**config.mk**
```make
export PLATFORM = sky130hd
export DESIGN_NAME = rsc_reset_source_controller
export DESIGN_NICKNAME = d
export VERILOG_FILES = /design/src/rsc_pkg.sv /design/src/rsc_clk_if.sv /design/src/rsc_clock_watch.sv /design/src/rsc_reset_source_controller.sv
export SDC_FILE = /design/constraint.sdc
export NUM_CORES = 1
export LEC_CHECK = 0
export ABC_AREA = 1
export BUFFER_PORTS_ARGS = -buffer_cell sky130_fd_sc_hd__buf_4
export CAP_MARGIN = 10
export CORE_AREA = 2 2 68 118
export CTS_BUF_LIST = sky130_fd_sc_hd__clkbuf_8
export CTS_CLUSTER_SIZE = 25
export DETAILED_ROUTE_END_ITERATION = 7
export DIE_AREA = 0 0 70 120
export GPL_ROUTABILITY_DRIVEN = 1
export PLACE_DENSITY = 0.73
export SYNTH_ARGS = -nofsm -noshare
export SYNTH_HDL_FRONTEND = slang
export SYNTH_SLANG_ARGS = --single-unit
export TNS_END_PERCENT = 50
```
**constraint.sdc**
```tcl
create_clock -name mclk_i -period 1.8 [get_ports mclk_i]
set_input_delay 0.18 -clock mclk_i [delete_from_list [all_inputs] [get_ports mclk_i]]
set_output_delay 0.18 -clock mclk_i [all_outputs]
set_load 0.02 [all_outputs]
```
**src/rsc_pkg.sv**
```systemverilog
// Shared constants of the reset source controller.
package rsc_pkg;

  // Clock and timing.
  localparam int unsigned MCLK_FREQ_MHZ   = 125;
  localparam int unsigned MCLK_PERIOD_PS  = 8000;
  localparam int unsigned MCD_TIMEOUT_US  = 100;
  localparam int unsigned MCD_TIMEOUT_CYC = MCD_TIMEOUT_US * MCLK_FREQ_MHZ;
  // The release delay is 5.0 us, held here in nanoseconds.
  localparam int unsigned RST_DELAY_NS    = 5000;
  localparam int unsigned RST_DELAY_CYC   = (RST_DELAY_NS * 1000 + MCLK_PERIOD_PS - 1) / MCLK_PERIOD_PS;
  localparam int unsigned RST_DELAY_W     = 10;
  localparam int unsigned MCD_CNT_W       = 16;
  localparam int unsigned WDT_CLK_DIV     = 12;
  localparam int unsigned WDT_DIV_W       = 4;

  // Reset cause register bit positions.
  localparam int unsigned BIT_PIN  = 0;
  localparam int unsigned BIT_POR  = 1;
  localparam int unsigned BIT_MCD  = 2;
  localparam int unsigned BIT_WDT  = 3;
  localparam int unsigned BIT_SW   = 4;
  localparam int unsigned BIT_CMP  = 5;
  localparam int unsigned BIT_FERR = 6;

  // Reset values.
  localparam logic [7:0]  CAUSE_RESET_VALUE = 8'h02;
  localparam logic [15:0] RESET_VECTOR      = 16'h0000;

  // Flash size selection and user code limits.
  localparam logic [1:0]  SIZE_8K    = 2'h0;
  localparam logic [1:0]  SIZE_4K    = 2'h1;
  localparam logic [1:0]  SIZE_2K    = 2'h2;
  localparam logic [15:0] LIMIT_8K   = 16'h1dff;
  localparam logic [15:0] LIMIT_4K   = 16'h0fff;
  localparam logic [15:0] LIMIT_2K   = 16'h07ff;

  // Sequencer states.
  typedef enum logic [2:0] {
    ST_RUN   = 3'b001,
    ST_HOLD  = 3'b010,
    ST_DELAY = 3'b100
  } rsc_state_type;

endpackage

```
**src/rsc_clk_if.sv**
```systemverilog
// Carrier between the sequencer and the system clock watcher.
`timescale 1ns/100ps
interface rsc_clk_if;
  logic detect_en;
  logic clock_missing;
  logic wdt_tick;

  modport watch (
    input  detect_en,
    output clock_missing,
    output wdt_tick
  );

  modport ctrl (
    output detect_en,
    input  clock_missing,
    input  wdt_tick
  );
endinterface

```
**src/rsc_clock_watch.sv**
```systemverilog
// Clock loss detector and divide-by-12 watchdog prescaler on the system clock.
`timescale 1ns/100ps
module rsc_clock_watch #(
  parameter int unsigned MCD_CYC = rsc_pkg::MCD_TIMEOUT_CYC
) (
  // Clock and reset
  input  wire logic mclk_i,
  input  wire logic nrst_i,
  // Observed system clock
  input  wire logic system_clock_i,
  // Sequencer side
  rsc_clk_if.watch  cw
);

  logic                               system_clock_q;
  logic [rsc_pkg::MCD_CNT_W-1:0]      idle_cnt_q;
  logic [rsc_pkg::WDT_DIV_W-1:0]      div_cnt_q;
  logic                               missing_q;
  logic                               tick_q;
  wire                                rise;
  wire                                expired;
  wire                                div_wrap;

  // The system clock must be well below half of mclk_i to be seen at all.
  assign rise     = system_clock_i & ~system_clock_q;
  assign expired  = idle_cnt_q >= rsc_pkg::MCD_CNT_W'(MCD_CYC - 1);
  assign div_wrap = div_cnt_q == rsc_pkg::WDT_DIV_W'(rsc_pkg::WDT_CLK_DIV - 1);

  always_ff @(posedge mclk_i) begin
    if (!nrst_i) begin
      system_clock_q   <= 1'b0;
      idle_cnt_q <= '0;
      missing_q  <= 1'b0;
    end else begin
      system_clock_q   <= system_clock_i;
      idle_cnt_q <= (rise || !cw.detect_en) ? '0 : (expired ? idle_cnt_q : idle_cnt_q + 1'b1);
      missing_q  <= cw.detect_en && !rise && expired;
    end
  end

  always_ff @(posedge mclk_i) begin
    if (!nrst_i) begin
      div_cnt_q <= '0;
      tick_q    <= 1'b0;
    end else begin
      div_cnt_q <= rise ? (div_wrap ? '0 : div_cnt_q + 1'b1) : div_cnt_q;
      tick_q    <= rise && div_wrap;
    end
  end

  assign cw.clock_missing = missing_q;
  assign cw.wdt_tick      = tick_q;

endmodule

```
**src/rsc_reset_source_controller.sv**
```systemverilog
// Reset source controller: cause register, reset sequencing and release delay.
`timescale 1ns/100ps
module rsc_reset_source_controller #(
  parameter int unsigned MCD_CYC = rsc_pkg::MCD_TIMEOUT_CYC
) (
  // Clock and reset
  input  wire logic        mclk_i,
  input  wire logic        nrst_i,
  // Special function register port
  input  wire logic        sfr_sel_i,
  input  wire logic        sfr_wr_i,
  input  wire logic [7:0]  sfr_wdata_i,
  output logic      [7:0]  sfr_rdata_o,
  // Analog and timer sources
  input  wire logic        por_i,
  input  wire logic        vdd_low_i,
  input  wire logic        system_clock_i,
  input  wire logic        cmp_out_i,
  input  wire logic        wdt_timeout_i,
  // Flash access monitor
  input  wire logic [1:0]  size_sel_i,
  input  wire logic        program_store_write_enable_i,
  input  wire logic        movx_wr_i,
  input  wire logic [15:0] movx_addr_i,
  input  wire logic        movc_rd_i,
  input  wire logic [15:0] movc_addr_i,
  input  wire logic        branch_fetch_i,
  input  wire logic [15:0] fetch_addr_i,
  // External reset pin, open drain
  input  wire logic        rst_pin_i,
  output logic             rst_pin_o,
  output logic             rst_pin_oe_o,
  // System side
  output logic             sys_rst_o,
  output logic             cpu_run_o,
  output logic      [15:0] reset_vector_o,
  output logic             vdd_mon_en_o,
  output logic             wdt_restart_o,
  output logic             wdt_tick_o
);

  ////////////////////////////////////////////////////////////////////////////////
  // Declarations

  rsc_pkg::rsc_state_type            state_q;
  rsc_pkg::rsc_state_type            state_d;
  logic [rsc_pkg::RST_DELAY_W-1:0]   dly_cnt_q;
  logic [rsc_pkg::RST_DELAY_W-1:0]   dly_cnt_d;
  logic [7:0]                        pend_q;
  logic [7:0]                        pend_d;
  logic [7:0]                        cause_q;
  logic [7:0]                        cause_d;
  logic                              mcd_en_q;
  logic                              cmp_en_q;
  logic                              mon_en_q;
  logic                              mcd_en_d;
  logic                              cmp_en_d;
  logic                              mon_en_d;
  logic [7:0]                        rdata_q;
  logic                              pin_oe_q;
  logic                              pin_out_q;
  logic                              sys_rst_q;
  logic                              run_q;
  logic [15:0]                       vector_q;
  logic                              wdt_restart_q;
  logic                              wdt_tick_q;

  wire                               in_run;
  wire                               reg_wr;
  wire                               lvl_por;
  wire                               lvl_mon;
  wire                               lvl_pin;
  wire                               lvl_mcd;
  wire                               lvl_cmp;
  wire                               ev_mon;
  wire                               ev_sw;
  wire                               ev_wdt;
  wire                               ev_ferr;
  wire                               ferr_wr;
  wire                               ferr_rd;
  wire                               ferr_fetch;
  wire                               any_level;
  wire                               power_grp;
  wire                               trigger;
  wire                               dly_done;
  wire  [7:0]                        new_cause;

  rsc_clk_if cw ();

  ////////////////////////////////////////////////////////////////////////////////
  // User code limit check, shared by all three flash access paths.

  function automatic logic above_limit(input logic [15:0] addr, input logic [1:0] sel);
    logic [15:0] limit;
    limit = rsc_pkg::LIMIT_2K;
    unique case (sel)
      rsc_pkg::SIZE_8K: limit = rsc_pkg::LIMIT_8K;
      rsc_pkg::SIZE_4K: limit = rsc_pkg::LIMIT_4K;
      rsc_pkg::SIZE_2K: limit = rsc_pkg::LIMIT_2K;
      default:          limit = rsc_pkg::LIMIT_2K;
    endcase
    return addr > limit;
  endfunction

  ////////////////////////////////////////////////////////////////////////////////
  // Source decode

  assign in_run    = state_q == rsc_pkg::ST_RUN;
  // The CPU is halted during reset, so register writes only count while running.
  assign reg_wr    = sfr_sel_i && sfr_wr_i && in_run;

  assign lvl_por   = por_i;
  assign lvl_mon   = mon_en_q && vdd_low_i;
  assign lvl_pin   = !rst_pin_i && !pin_oe_q;
  assign lvl_mcd   = cw.clock_missing;
  assign lvl_cmp   = cmp_en_q && !cmp_out_i;

  assign ev_mon    = reg_wr && sfr_wdata_i[rsc_pkg::BIT_POR] && !mon_en_q;
  assign ev_sw     = reg_wr && sfr_wdata_i[rsc_pkg::BIT_SW];
  assign ev_wdt    = in_run && wdt_timeout_i;

  assign ferr_wr    = program_store_write_enable_i && movx_wr_i && above_limit(movx_addr_i, size_sel_i);
  assign ferr_rd    = movc_rd_i && above_limit(movc_addr_i, size_sel_i);
  assign ferr_fetch = branch_fetch_i && above_limit(fetch_addr_i, size_sel_i);
  assign ev_ferr    = in_run && (ferr_wr || ferr_rd || ferr_fetch);

  assign power_grp = lvl_por || lvl_mon || ev_mon;
  assign any_level = lvl_por || lvl_mon || lvl_pin || lvl_mcd || lvl_cmp;
  assign trigger   = any_level || ev_mon || ev_sw || ev_wdt || ev_ferr;

  // Power-type causes win, since they make every other flag meaningless.
  // Each reset leaves exactly one flag set, the flag of the cause that won below.
  // power and monitor cause
  assign new_cause = power_grp ? 8'h01 << rsc_pkg::BIT_POR  :
                     lvl_pin   ? 8'h01 << rsc_pkg::BIT_PIN  :
                     lvl_mcd   ? 8'h01 << rsc_pkg::BIT_MCD  :
                     lvl_cmp   ? 8'h01 << rsc_pkg::BIT_CMP  :
                     ev_wdt    ? 8'h01 << rsc_pkg::BIT_WDT  :
                     ev_ferr   ? 8'h01 << rsc_pkg::BIT_FERR :
                     ev_sw     ? 8'h01 << rsc_pkg::BIT_SW   :
                                 8'h00;

  assign dly_done  = dly_cnt_q == rsc_pkg::RST_DELAY_W'(rsc_pkg::RST_DELAY_CYC - 1);

  ////////////////////////////////////////////////////////////////////////////////
  // Sequencer

  // The sequencer holds reset while any level source stands, then counts the release
  // delay. Pulse sources are only taken while running, since the CPU that would make
  // them is halted in reset.
  always_comb begin
    state_d   = state_q;
    dly_cnt_d = dly_cnt_q;
    pend_d    = pend_q;
    cause_d   = cause_q;
    unique case (state_q)
      rsc_pkg::ST_RUN: begin
        if (trigger) begin
          state_d = rsc_pkg::ST_HOLD;
          pend_d  = new_cause;
        end
      end
      rsc_pkg::ST_HOLD: begin
        dly_cnt_d = '0;
        if (power_grp) begin
          pend_d = new_cause;
        end
        if (!any_level) begin
          state_d = rsc_pkg::ST_DELAY;
        end
      end
      rsc_pkg::ST_DELAY: begin
        dly_cnt_d = dly_cnt_q + 1'b1;
        if (any_level) begin
          // A new source during the delay restarts the sequence under its own cause.
          state_d = rsc_pkg::ST_HOLD;
          pend_d  = new_cause;
        end else if (dly_done) begin
          state_d = rsc_pkg::ST_RUN;
          cause_d = pend_d;
        end
      end
      default: begin
        state_d = rsc_pkg::ST_HOLD;
        pend_d  = 8'h01 << rsc_pkg::BIT_POR;
      end
    endcase
  end

  always_ff @(posedge mclk_i) begin
    if (!nrst_i) begin
      state_q   <= rsc_pkg::ST_HOLD;
      dly_cnt_q <= '0;
      pend_q    <= rsc_pkg::CAUSE_RESET_VALUE;
      cause_q   <= rsc_pkg::CAUSE_RESET_VALUE;
    end else begin
      state_q   <= state_d;
      dly_cnt_q <= dly_cnt_d;
      pend_q    <= pend_d;
      cause_q   <= cause_d;
    end
  end

  ////////////////////////////////////////////////////////////////////////////////
  // Enable bits

  // Enables survive every reset but power-on, so a firmware reset does not silently
  // switch off the supervision that firmware turned on.
  // clock loss enable
  assign mcd_en_d = lvl_por ? 1'b0 : (reg_wr ? sfr_wdata_i[rsc_pkg::BIT_MCD] : mcd_en_q);
  assign cmp_en_d = lvl_por ? 1'b0 : (reg_wr ? sfr_wdata_i[rsc_pkg::BIT_CMP] : cmp_en_q);
  assign mon_en_d = lvl_por ? 1'b0 : (reg_wr ? sfr_wdata_i[rsc_pkg::BIT_POR] : mon_en_q);

  always_ff @(posedge mclk_i) begin
    if (!nrst_i) begin
      mcd_en_q <= 1'b0;
      cmp_en_q <= 1'b0;
      mon_en_q <= 1'b0;
    end else begin
      mcd_en_q <= mcd_en_d;
      cmp_en_q <= cmp_en_d;
      mon_en_q <= mon_en_d;
    end
  end

  assign cw.detect_en = mcd_en_q;

  ////////////////////////////////////////////////////////////////////////////////
  // Read data

  // Reads show flags while writes set enables, so firmware must never merge the two.
  // The read value is registered so that the bus sees a stable byte for a whole cycle.
  // top bit zero
  always_ff @(posedge mclk_i) begin
    if (!nrst_i) begin
      rdata_q <= rsc_pkg::CAUSE_RESET_VALUE;
    end else begin
      rdata_q <= {1'b0, cause_q[6:0]};
    end
  end

  ////////////////////////////////////////////////////////////////////////////////
  // Pin and system outputs

  // The pin is open drain: it is only ever pulled low, and only for power-type causes.
  // Other causes leave it released, so an outside observer never sees them on the pin.
  always_ff @(posedge mclk_i) begin
    if (!nrst_i) begin
      pin_oe_q  <= 1'b1;
      pin_out_q <= 1'b0;
    end else begin
      pin_out_q <= 1'b0;
      pin_oe_q  <= (state_d != rsc_pkg::ST_RUN) && pend_d[rsc_pkg::BIT_POR];
    end
  end

  always_ff @(posedge mclk_i) begin
    if (!nrst_i) begin
      sys_rst_q     <= 1'b1;
      run_q         <= 1'b0;
      vector_q      <= rsc_pkg::RESET_VECTOR;
      wdt_restart_q <= 1'b1;
      wdt_tick_q    <= 1'b0;
    end else begin
      sys_rst_q     <= state_d != rsc_pkg::ST_RUN;
      run_q         <= state_d == rsc_pkg::ST_RUN;
      vector_q      <= rsc_pkg::RESET_VECTOR;
      wdt_restart_q <= state_d != rsc_pkg::ST_RUN;
      wdt_tick_q    <= cw.wdt_tick;
    end
  end

  ////////////////////////////////////////////////////////////////////////////////
  // Clock watcher

  // The watcher runs on mclk_i and treats the system clock as plain data.
  rsc_clock_watch #(
    .MCD_CYC (MCD_CYC)
  ) u_clock_watch (
    .mclk_i   (mclk_i),
    .nrst_i   (nrst_i),
    .system_clock_i (system_clock_i),
    .cw       (cw.watch)
  );

  assign sfr_rdata_o    = rdata_q;
  assign rst_pin_o      = pin_out_q;
  assign rst_pin_oe_o   = pin_oe_q;
  assign sys_rst_o      = sys_rst_q;
  assign cpu_run_o      = run_q;
  assign reset_vector_o = vector_q;
  assign vdd_mon_en_o   = mon_en_q;
  assign wdt_restart_o  = wdt_restart_q;
  assign wdt_tick_o     = wdt_tick_q;

endmodule

```
==> results by group, run 1 <==
Floorplanning
  • Core area: about 7500 um^2
  • Rows: 42
  • Initial Util: 0.4666
  • Die width: 70 um
  • Die ar.: 8400 um^2
  • Boundary Pins: 103
  • Die Ht: between 100 and 150 um

Route
  • Vias: 3351
  • Routed WL: 7813 um
  • DR pass1 iterations: 5
  • DRC: 0
  • Final ANT Viol Nets: 0
  • Per-cell routed wire length: 11.36 um
  • Drt initial violations: 183
  • Post-DR vias/cell: 4.871

Clocking
  • CTS sink count: 64
  • Clock insertion delay at the later pin of the skew report: 0.35 ns
  • Root Buffer: clkbuf_8
  • CTS H-tree depth: 3
  • Hold_buf cts: 0
  • Clk slew on worst S/H paths: about 0.07 ns
  • TritonCTS clock tree: done
  • CTS max path bufs: 2
  • Num CTS Buffers: 9

Yosys
  • #FFs+latches synth: 64
  • Top-area cell type share of the netlist area: 0.3679
  • EDFF count, synth: 0
  • Synth Flop Type: dfxtp_1
  • Distinct cells, synth: 41
  • Async S/R FF share, synth: 0
  • Synth top cells by count: nand2_1 (103), inv_1 (82), dfxtp_1 (64), nor2_1 (64)
  • Mapped Cells: 499
  • Synth area leaders: dfxtp_1 (37%), nand2_1 (11%), inv_1 (8.8%)
  • Register area share after synthesis: 0.3679
  • Syn avg cell area: around 7 um^2
  • Synthesized cell area: roughly 3500 um^2
  • Most frequent cell after synthesis: nand2_1
  • YS warnings: 0
  • Synth area leader: dfxtp_1

Power and ir drop
  • Lkg Pwr: 2.076 nW
  • Pwr per Cell Area: just over 700 nW/um^2
  • Flop pwr share: 0.457
  • Clock Power Share: 0.433
  • Sw frac: 0.2466
  • Cell Int Power: 2.369 mW
  • Switching Power: 0.7755 mW
  • Logic pwr share: 0.110
  • Total Power: 3.145 mW
  • Peak supply drop: 0.5093 mV

Setup path
  • Arrival time worst endpoint: 1.93 ns
  • Worst Setup SP: u_clock_watch.idle_cnt_q[0]
  • CP max FO: 8
  • Crit path capture type: flip-flop
  • Setup crit start kind: flip-flop
  • Critical path class: reg -> reg
  • Crit path max-delay cell type: dfxtp_1
  • R2r worst-path depth: 10
  • Crit-path cells: ha_1, o21ai_0, nand3_1, nand3_2, nand2_4, nor2_4, nand2_2, nor2_2, xor2_1, nor2_1
  • Reg-to-Reg Start: u_clock_watch.idle_cnt_q[0]
  • Required time of the worst setup path: about 2 ns
  • Largest incremental delay on the critical path: ~0.33 ns

Hold path
  • Hold depth: 3
  • Tightest Hold Check Type: in -> reg
  • Worst hold start: system_clock_i

Timing
  • Max Transition Viols Final: 0
  • Min Clock Period, post-route: 1.691 ns
  • RSZ-0062 raised after global routing: true
  • Number of hold violations in the final report: 0
  • Clock skew: 0.009790 ns
  • Final worst-path cycle share: 0.9395
  • Final setup fails: 0
  • Fmax: 591.4 MHz

Layout
  • Final Cell Area: 4418 um^2
  • Final #Nets: 680
  • Fillcell total: a little over 700
  • Ratio of cells with drive above 1 in the final layout: 0.2367
  • Diode count: 0
  • Area delta synth->final: 26.88%
  • Non-Filler Instances: a little under 700

Global route
  • Remaining Overflow, GRT: 0
  • Vias in the first global route: between 3000 and 4000
  • Antenna violations before repair: 0
  • Global-route wire length before repair: around 13000 um
  • Largest net degree at the start of global routing: 26
  • Total track usage: 0.1973

Placed design
  • GPL Wtd Cong: roughly 0.84
  • Placed cell count: 670
  • PortBufs: 80
  • DP HPWL: around 6000 um
  • Post-DP Area: about 4200 um^2

Outcome
  • Outcome: completed

Run
  • Max cap viols: 0
[cell families (layout without fill, tap and decap cells)]
family | after synthesis | count (layout) | synth area share
XOR/XNOR | 6 | 6 | 0.01509
AND/OR/NAND/NOR | 233 | 233 | 0.3123
adder cells (fa/ha/maj) | 13 | 13 | 0.04671
AO/OA/AOI/OAI | 70 | 70 | 0.1153
buffers and inverters | 112 | 196 | 0.1416
other | 1 | 18 | 0.001077
flip-flops | 64 | 64 | 0.3679
[layout make-up]
class                   instances  area, um^2  share of cell area
inverters                      88       330.3             0.07477
clock inverters                 7       96.34             0.02181
multi-input cells             340        1785              0.4041
well taps                      88       110.1             0.02492
flip-flops and latches         64        1281              0.2900
clock buffers                   9       123.9             0.02804
repair buffers                 92       690.7              0.1563
[final timing paths]
kind	to	slack (ns)
worst max-delay path	u_clock_watch.idle_cnt_q[10]	0.11
worst min-delay path	u_clock_watch.system_clock_q	0.02
worst max register to register	u_clock_watch.idle_cnt_q[10]	0.11
worst min register to register	wdt_tick_o	0.42
[what timing repair did]
item	in CTS	in global routing
gates resized for setup	0	3
setup buffers	0	2
setup endpoints to repair	0	5
[power groups by stage]
stage	logic [mW]	registers (mW)	clock network, mW
floorplan	0.208	1.47	0
global placement	0.337	1.47	0
detailed placement	0.345	1.47	0
CTS	0.346	1.44	1.40
global route	0.390	1.44	1.46
finish	0.345	1.44	1.36
[layout by cell type, fill, tap and decap left out, drive strengths merged, types with 2 or more instances in the layout]
cell type	instances
o211ai	2
nand4	9
bufinv	2
nand3b	2
nand3	26
dfxtp	64
buf	92
or2	2
inv	88
nor2	72
nor3	11
nor4	3
nand2	107
clkbuf	9
o21ai	28
conb	18
a21oi	27
xnor2	2
a211oi	5
a31oi	2
xor2	4
clkinv	5
ha	13
[routing by layer]
metal	track usage	vias up	wire (um)
met5	0	-	0
met4	0.08894	0	121
met3	0.04870	8	391
met2	0.3744	98	4379
met1	0.1972	1509	2920
li1	-	1736	-
[state kept, by name, summed over array words and instances, names as in the netlist, 3 cells and up]
register and cells:
u_clock_watch.idle_cnt_q 16, state_q 3, sfr_rdata_o 7, dly_cnt_q 10
u_clock_watch.div_cnt_q 4, pend_q 7, cause_q 7
[stage by stage]
stage / util / hold slack [ns] / setup TNS (ns) / worst slack, ns
global route: 0.5921 / 0.03430 / -0.02762 / -0.01274
global placement: 0.5587 / 0.3728 / -0.6860 / -0.1099
CTS: 0.5882 / 0.01131 / 0 / 0.08822
floorplan: - / 0.2776 / 0 / 0.08394
detailed placement: 0.5587 / 0.3790 / -1.251 / -0.1620
finish: 0.5921 / 0.02022 / 0 / 0.1090
[critical path: cells and delay by family, from the launching register on]
kind | cells | cell delay [ns]
DFF | 1 | 0.33
xor gates and xnor gates | 1 | 0.15
adders and majority gates | 1 | 0.21
and+or+nand+nor | 7 | 0.72
AOI/OAI and AO/OA | 1 | 0.16
Note: power is estimated with default switching activity, not from simulation.
==> run 2, diff against run 1 <==
- CORE_AREA: 2 2 68 118 -> 2 2 85 148
- DIE_AREA: 0 0 70 120 -> 0 0 87 150
- PLACE_DENSITY: 0.73 -> 0.47
- clock period: 1.8 -> 2 ns (I/O delays scaled with it)
==> run 2 against run 1 <==
Against the previous run: flip-flop and latch count is the same; non-clock buffer count shrank 3; largest cell class unchanged; sequential share of layout area shrank 0.15 points; final cell count grew 6.7%; highest routed layer unchanged.
==> results by group, run 2 (synthesis results as in run 1) <==
Outcome
  • Outcome: completed

Layout
  • Max reg flops: 16 (unchanged)
  • Top reg by flops: u_clock_watch.idle_cnt_q
  • Final #Nets: 677 (-0.44%)
  • Area delta synth->final: 27.52%
  • Most common cell after layout, fill and taps aside: nand2_1
  • Diode count: 0 (unchanged)
  • Final Cell Area: 4441 um^2 (+0.51%)
  • Ratio of cells with drive above 1 in the final layout: 0.2261 (-0.01054)
  • Most frequent cells in the layout: nand2_1 (103), buf_4 (89), inv_1 (83)
  • Largest regs: u_clock_watch.idle_cnt_q (16), dly_cnt_q (10)

Clocking
  • TritonCTS clock tree: done
  • Root Buffer: clkbuf_8
  • CTS max path bufs: 2 (unchanged)
  • Hold_buf cts: 0 (unchanged)
  • Clk slew on worst S/H paths: 0.07 ns (about the same)
  • Num CTS Buffers: 9 (unchanged)
  • CTS sink count: 64 (unchanged)
  • Post-CTS Setup Inserts: 0 (unchanged)
  • Post-cts repair resize count: 0 (unchanged)
  • CTS H-tree depth: 3 (unchanged)
  • Clock insertion delay at the later pin of the skew report: 0.34 ns (about the same)

Floorplanning
  • Die Ht: 150 um (+25%)
  • Initial Util: 0.2933 (-0.1733)
  • Die ar.: 13050 um^2 (+55%)
  • Core area: 11870 um^2 (+59%)
  • Boundary Pins: 103 (unchanged)
  • Rows: 53 (+26%)
  • Die width: 87 um (+24%)

Route
  • Drt initial violations: 60 (-67%)
  • Routed WL: 8757 um (+12%)
  • Per-cell routed wire length: 11.93 um (+5.1%)
  • DRC: 0 (unchanged)
  • DR pass1 iterations: 4 (-1)
  • Vias: 3269 (-2.4%)
  • Final ANT Viol Nets: 0 (unchanged)
  • Post-DR vias/cell: 4.454 (-8.6%)

Setup path
  • Crit path capture type: flip-flop
  • Setup crit start kind: flip-flop
  • Most common cell on crit path: nand3_1
  • Crit path max-delay cell type: dfxtp_1
  • Reg-to-Reg Start: u_clock_watch.idle_cnt_q[0]
  • Arrival time worst endpoint: 1.98 ns (+0.05 ns)
  • Required time of the worst setup path: 2.23 ns (+0.19 ns)
  • CP max FO: 8 (unchanged)
  • Crit-path cells: ha_1, o21ai_0, nand3_1, nand3_1, nand2_4, nor2_4, nand2_2, nor2_2, xor2_1, nor2_1
  • Critical path class: reg -> reg
  • Largest incremental delay on the critical path: 0.33 ns (about the same)
  • R2r worst-path depth: 10 (unchanged)
  • Worst R2R End: u_clock_watch.idle_cnt_q[10]
  • R2R setup slack: 0.25 ns (+0.14 ns)

Placed design
  • DP HPWL: 7120 um (+17%)
  • Post-DP Area: 4223 um^2 (+1.3%)
  • PortBufs: 80 (unchanged)
  • GPL Wtd Cong: 0.8188 (-2.2%)

Timing
  • Final setup fails: 0 (unchanged)
  • Final worst-path cycle share: 0.8747 (-0.06476)
  • Number of hold violations in the final report: 0 (unchanged)
  • Min Clock Period, post-route: 1.749 ns (+0.05837 ns)
  • Clock skew: 0.007626 ns (-0.002163 ns)
  • Hold slack: 0.05242 ns (+0.03220 ns)
  • RSZ-0062 raised after global routing: false
  • Fmax: 571.6 MHz (-3.3%)
  • Max Transition Viols Final: 0 (unchanged)

Power and ir drop
  • Peak supply drop: 0.2768 mV (-46%)
  • Lkg Pwr: 2.062 nW (-0.71%)
  • Pwr per Cell Area: 628.7 nW/um^2 (-12%)

Hold path
  • WHS Endpoint: u_clock_watch.system_clock_q
  • Tightest Hold Check Type: in -> reg
  • Hold depth: 3 (unchanged)
  • Worst hold start: system_clock_i

Global route
  • Grt met3 use: 0.03585 (-0.01285)
  • Largest net degree at the start of global routing: 26 (unchanged)
  • Global-route wire length before repair: 14660 um (+9.1%)
  • Busiest layer in global routing: met2
  • Met2 Resource Use GR: 0.2714 (-0.1030)
  • Vias in the first global route: 3255 (+0.15%)
  • Grt met1 use: 0.1427 (-0.05450)
  • Antenna violations before repair: 0 (unchanged)
  • Total track usage: 0.1437 (-0.05357)
  • Remaining Overflow, GRT: 0 (unchanged)

Run
  • Max cap viols: 0 (unchanged)
## run 2: how the worst max path moves through the flow
| stage | startpoint | endpoint | slack (ns) | cells past startpoint |
|---|---|---|---|---|
| floorplan | size_sel_i[1] | pend_q[4] | 0.26 | 15 |
| global placement | size_sel_i[1] | rst_pin_oe_o | 0.005 | 17 |
| detailed placement | size_sel_i[1] | rst_pin_oe_o | -0.01 | 17 |
| CTS | u_clock_watch.idle_cnt_q[0] | u_clock_watch.idle_cnt_q[10] | 0.22 | 10 |
| global route | u_clock_watch.idle_cnt_q[0] | u_clock_watch.idle_cnt_q[10] | 0.08 | 10 |
| finish | u_clock_watch.idle_cnt_q[0] | u_clock_watch.idle_cnt_q[10] | 0.25 | 10 |
## run 2: through the flow
step                utilization  power, mW  instances  TNS [ns]  worst slack [ns]
finish                   0.3741      2.792        734         0            0.2506
global route             0.3741      2.942        734         0           0.07862
CTS                      0.3741      2.848        734         0            0.2247
detailed placement       0.3558      1.640        718  -0.01033          -0.01033
global placement         0.3558      1.636        718         0          0.004636
floorplan                     -      1.511        516         0            0.2639
## run 2: critical path: cells and delay by family, from the launching register on
family / cells / cell delay (ns)
flops: 1 / 0.33
compound gates: 1 / 0.18
simple gates: 7 / 0.72
xor+xnor: 1 / 0.15
fa+ha+maj: 1 / 0.25
## run 2: area by class of cell
type / instances / area (um^2)
flip-flops and latches: 64 / 1281
well taps: 137 / 171.4
clock inverters: 3 / 38.79
clock buffers: 13 / 178.9
multi-input cells: 340 / 1772
repair buffers: 89 / 668.1
fillers: 1258 / 7430
inverters: 88 / 330.3
## run 2: per-layer routing
layer / share of wire / wire length, um
met5: 0 / 0
met4: 0.026 / 232
met3: 0.039 / 340
met2: 0.56 / 4927
met1: 0.37 / 3257
## run 2: where the power goes
| part | internal [mW] | total, mW | switching, mW |
|---|---|---|---|
| registers | 1.29 | 1.29 | 0.00833 |
| clock network | 0.706 | 1.18 | 0.478 |
| logic | 0.146 | 0.313 | 0.168 |
| total | 2.14 | 2.79 | 0.654 |
==> run 3, diff against run 2 <==
- CORE_AREA: 2 2 85 148 -> 2 2 84 146
- DIE_AREA: 0 0 87 150 -> 0 0 86 148
- PLACE_DENSITY: 0.47 -> 0.48
==> run 3 against run 2 <==
Against the previous run: clock power down 13%; setup slack better by 0.019 ns; flip-flop and latch count unchanged; largest power group unchanged; combinational power is essentially flat; critical endpoint unchanged; critical path type unchanged; worst hold slack lost 0.010 ns.
==> results by group, run 3 (synthesis results as in run 1) <==
Setup path
  • Required time of the worst setup path: 2.24 ns (about the same)
  • R2R setup slack: 0.27 ns (+0.02 ns)
  • CP max FO: 8 (unchanged)
  • Setup crit start kind: flip-flop
  • Arrival time worst endpoint: 1.97 ns (about the same)
  • Critical path class: reg -> reg
  • R2r worst-path depth: 10 (unchanged)
  • Crit path capture type: flip-flop

Layout
  • Area delta synth->final: 26.27%
  • Largest regs: u_clock_watch.idle_cnt_q (16), dly_cnt_q (10)
  • Non-Filler Instances: 731 (-0.41%)
  • Most frequent cells in the layout: nand2_1 (103), buf_4 (88), inv_1 (83)
  • Max reg flops: 16 (unchanged)
  • Fillcell total: 1232 (-2.1%)
  • Ratio of cells with drive above 1 in the final layout: 0.2248 (-0.001298)
  • Final #Nets: 676 (-0.15%)
  • Top reg by flops: u_clock_watch.idle_cnt_q
  • Most common cell after layout, fill and taps aside: nand2_1
  • Fin util: 0.3818 (+0.007700)
  • Diode count: 0 (unchanged)

Global route
  • Vias in the first global route: 3109 (-4.5%)
  • Global-route wire length before repair: 14550 um (-0.80%)
  • Largest net degree at the start of global routing: 26 (unchanged)
  • Antenna violations before repair: 0 (unchanged)
  • Remaining Overflow, GRT: 0 (unchanged)
  • Total track usage: 0.1458 (+0.002115)

Clocking
  • Num CTS Buffers: 9 (unchanged)
  • Post-CTS Setup Inserts: 0 (unchanged)
  • Post-cts repair resize count: 0 (unchanged)
  • Root Buffer: clkbuf_8
  • Hold_buf cts: 0 (unchanged)
  • Clock insertion delay at the later pin of the skew report: 0.35 ns (about the same)
  • CTS H-tree depth: 3 (unchanged)
  • TritonCTS clock tree: done
  • Clk slew on worst S/H paths: 0.07 ns (about the same)
  • CTS max path bufs: 2 (unchanged)
  • CTS sink count: 64 (unchanged)

Route
  • Final ANT Viol Nets: 0 (unchanged)
  • Vias: 3227 (-1.3%)
  • Uppermost routed layer: met4
  • Post-DR vias/cell: 4.415 (-0.88%)
  • Drt initial violations: 53 (-12%)
  • DR pass1 iterations: 4 (unchanged)
  • Per-cell routed wire length: 11.93 um (about the same)
  • WL met3: 268 um (-21%)
  • Met2 WL: 4817 um (-2.2%)
  • Met1 WL: 3468 um (+6.5%)
  • Routed WL: 8721 um (-0.41%)
  • DRC: 0 (unchanged)

Floorplanning
  • Initial Util: 0.3024 (+0.009020)
  • Core area: 11520 um^2 (-3.0%)
  • Rows: 52 (-1.9%)
  • Die Ht: 148 um (-1.3%)
  • Die ar.: 12730 um^2 (-2.5%)
  • Die width: 86 um (-1.1%)
  • Boundary Pins: 103 (unchanged)

Timing
  • Final setup fails: 0 (unchanged)
  • RSZ-0062 raised after global routing: false
  • Fmax: 577.7 MHz (+1.1%)
  • Setup TNS: 0 ns (unchanged)
  • Clock skew: 0.006064 ns (-0.001562 ns)
  • Number of hold violations in the final report: 0 (unchanged)
  • Final worst-path cycle share: 0.8654 (-0.009258)
  • Min Clock Period, post-route: 1.731 ns (-0.01852 ns)
  • Max Transition Viols Final: 0 (unchanged)

Outcome
  • Outcome: completed

Hold path
  • Hold depth: 3 (unchanged)
  • Tightest Hold Check Type: in -> reg

Run
  • Max cap viols: 0 (unchanged)

Placed design
  • DP HPWL: 6974 um (-2.1%)
  • PortBufs: 80 (unchanged)
  • GPL Wtd Cong: 0.8846 (+8.0%)
  • Placed cell count: 715 (-0.42%)

Power and ir drop
  • Pwr per Cell Area: 601.1 nW/um^2 (-4.4%)
  • Peak supply drop: 0.2605 mV (-5.9%)
  • Lkg Pwr: 2.044 nW (-0.87%)
[run 3: cell count changes in the layout (fill, tap and decap cells not counted), sizes merged]
cell	before	now
buf	89	88
clkinv	1	3
bufinv	1	0
clkbuf	13	12
[run 3: worst paths after layout]
kind	from	endpoint
min	system_clock_i	u_clock_watch.system_clock_q
max reg2reg	u_clock_watch.idle_cnt_q[0]	u_clock_watch.idle_cnt_q[10]
min reg2reg	cause_q[5]	sfr_rdata_o[5]
max	u_clock_watch.idle_cnt_q[0]	u_clock_watch.idle_cnt_q[10]
[run 3: worst max-delay path, stage by stage, from the launching register on]
cell,delay [ns]
dfxtp_1,0.32
ha_1,0.25
o21ai_0,0.17
nand3_1,0.10
nand3_1,0.12
nand2_4,0.12
nor2_4,0.17
nand2_2,0.09
nor2_2,0.10
xor2_1,0.14
nor2_1,0.05
[run 3: metrics by stage]
step	hold WS (ns)	power, mW	worst slack [ns]	instance area, um^2
after floorplan	0.2976	1.511	0.2639	3546
after global placement	0.3951	1.635	0.05748	4213
after detailed placement	0.3947	1.640	0.02181	4213
after CTS	0.02029	2.691	0.2523	4397
after global routing	0.07140	2.782	0.04902	4397
final	0.04193	2.643	0.2691	4397
[run 3: final cells by class]
cell class / count / area, um^2 / share of cell area
flip-flops and latches: 64 / 1281 / 0.2914
clock inverters: 4 / 18.77 / 0.004269
well taps: 135 / 168.9 / 0.03842
multi-input cells: 340 / 1772 / 0.4030
repair buffers: 88 / 660.6 / 0.1503
inverters: 88 / 330.3 / 0.07513
clock buffers: 12 / 165.2 / 0.03756
[run 3: per-layer routing]
metal  vias up  global-route usage
li1       1723                   -
met1      1430              0.1577
met2        61              0.2678
met3        13             0.02792
met4         0             0.06429
met5         -                   0
[run 3: power by group]
group          switching (mW)  internal, mW  total [mW]
registers             0.00929          1.29        1.30
logic                   0.169         0.144       0.313
clock network           0.494         0.540        1.03
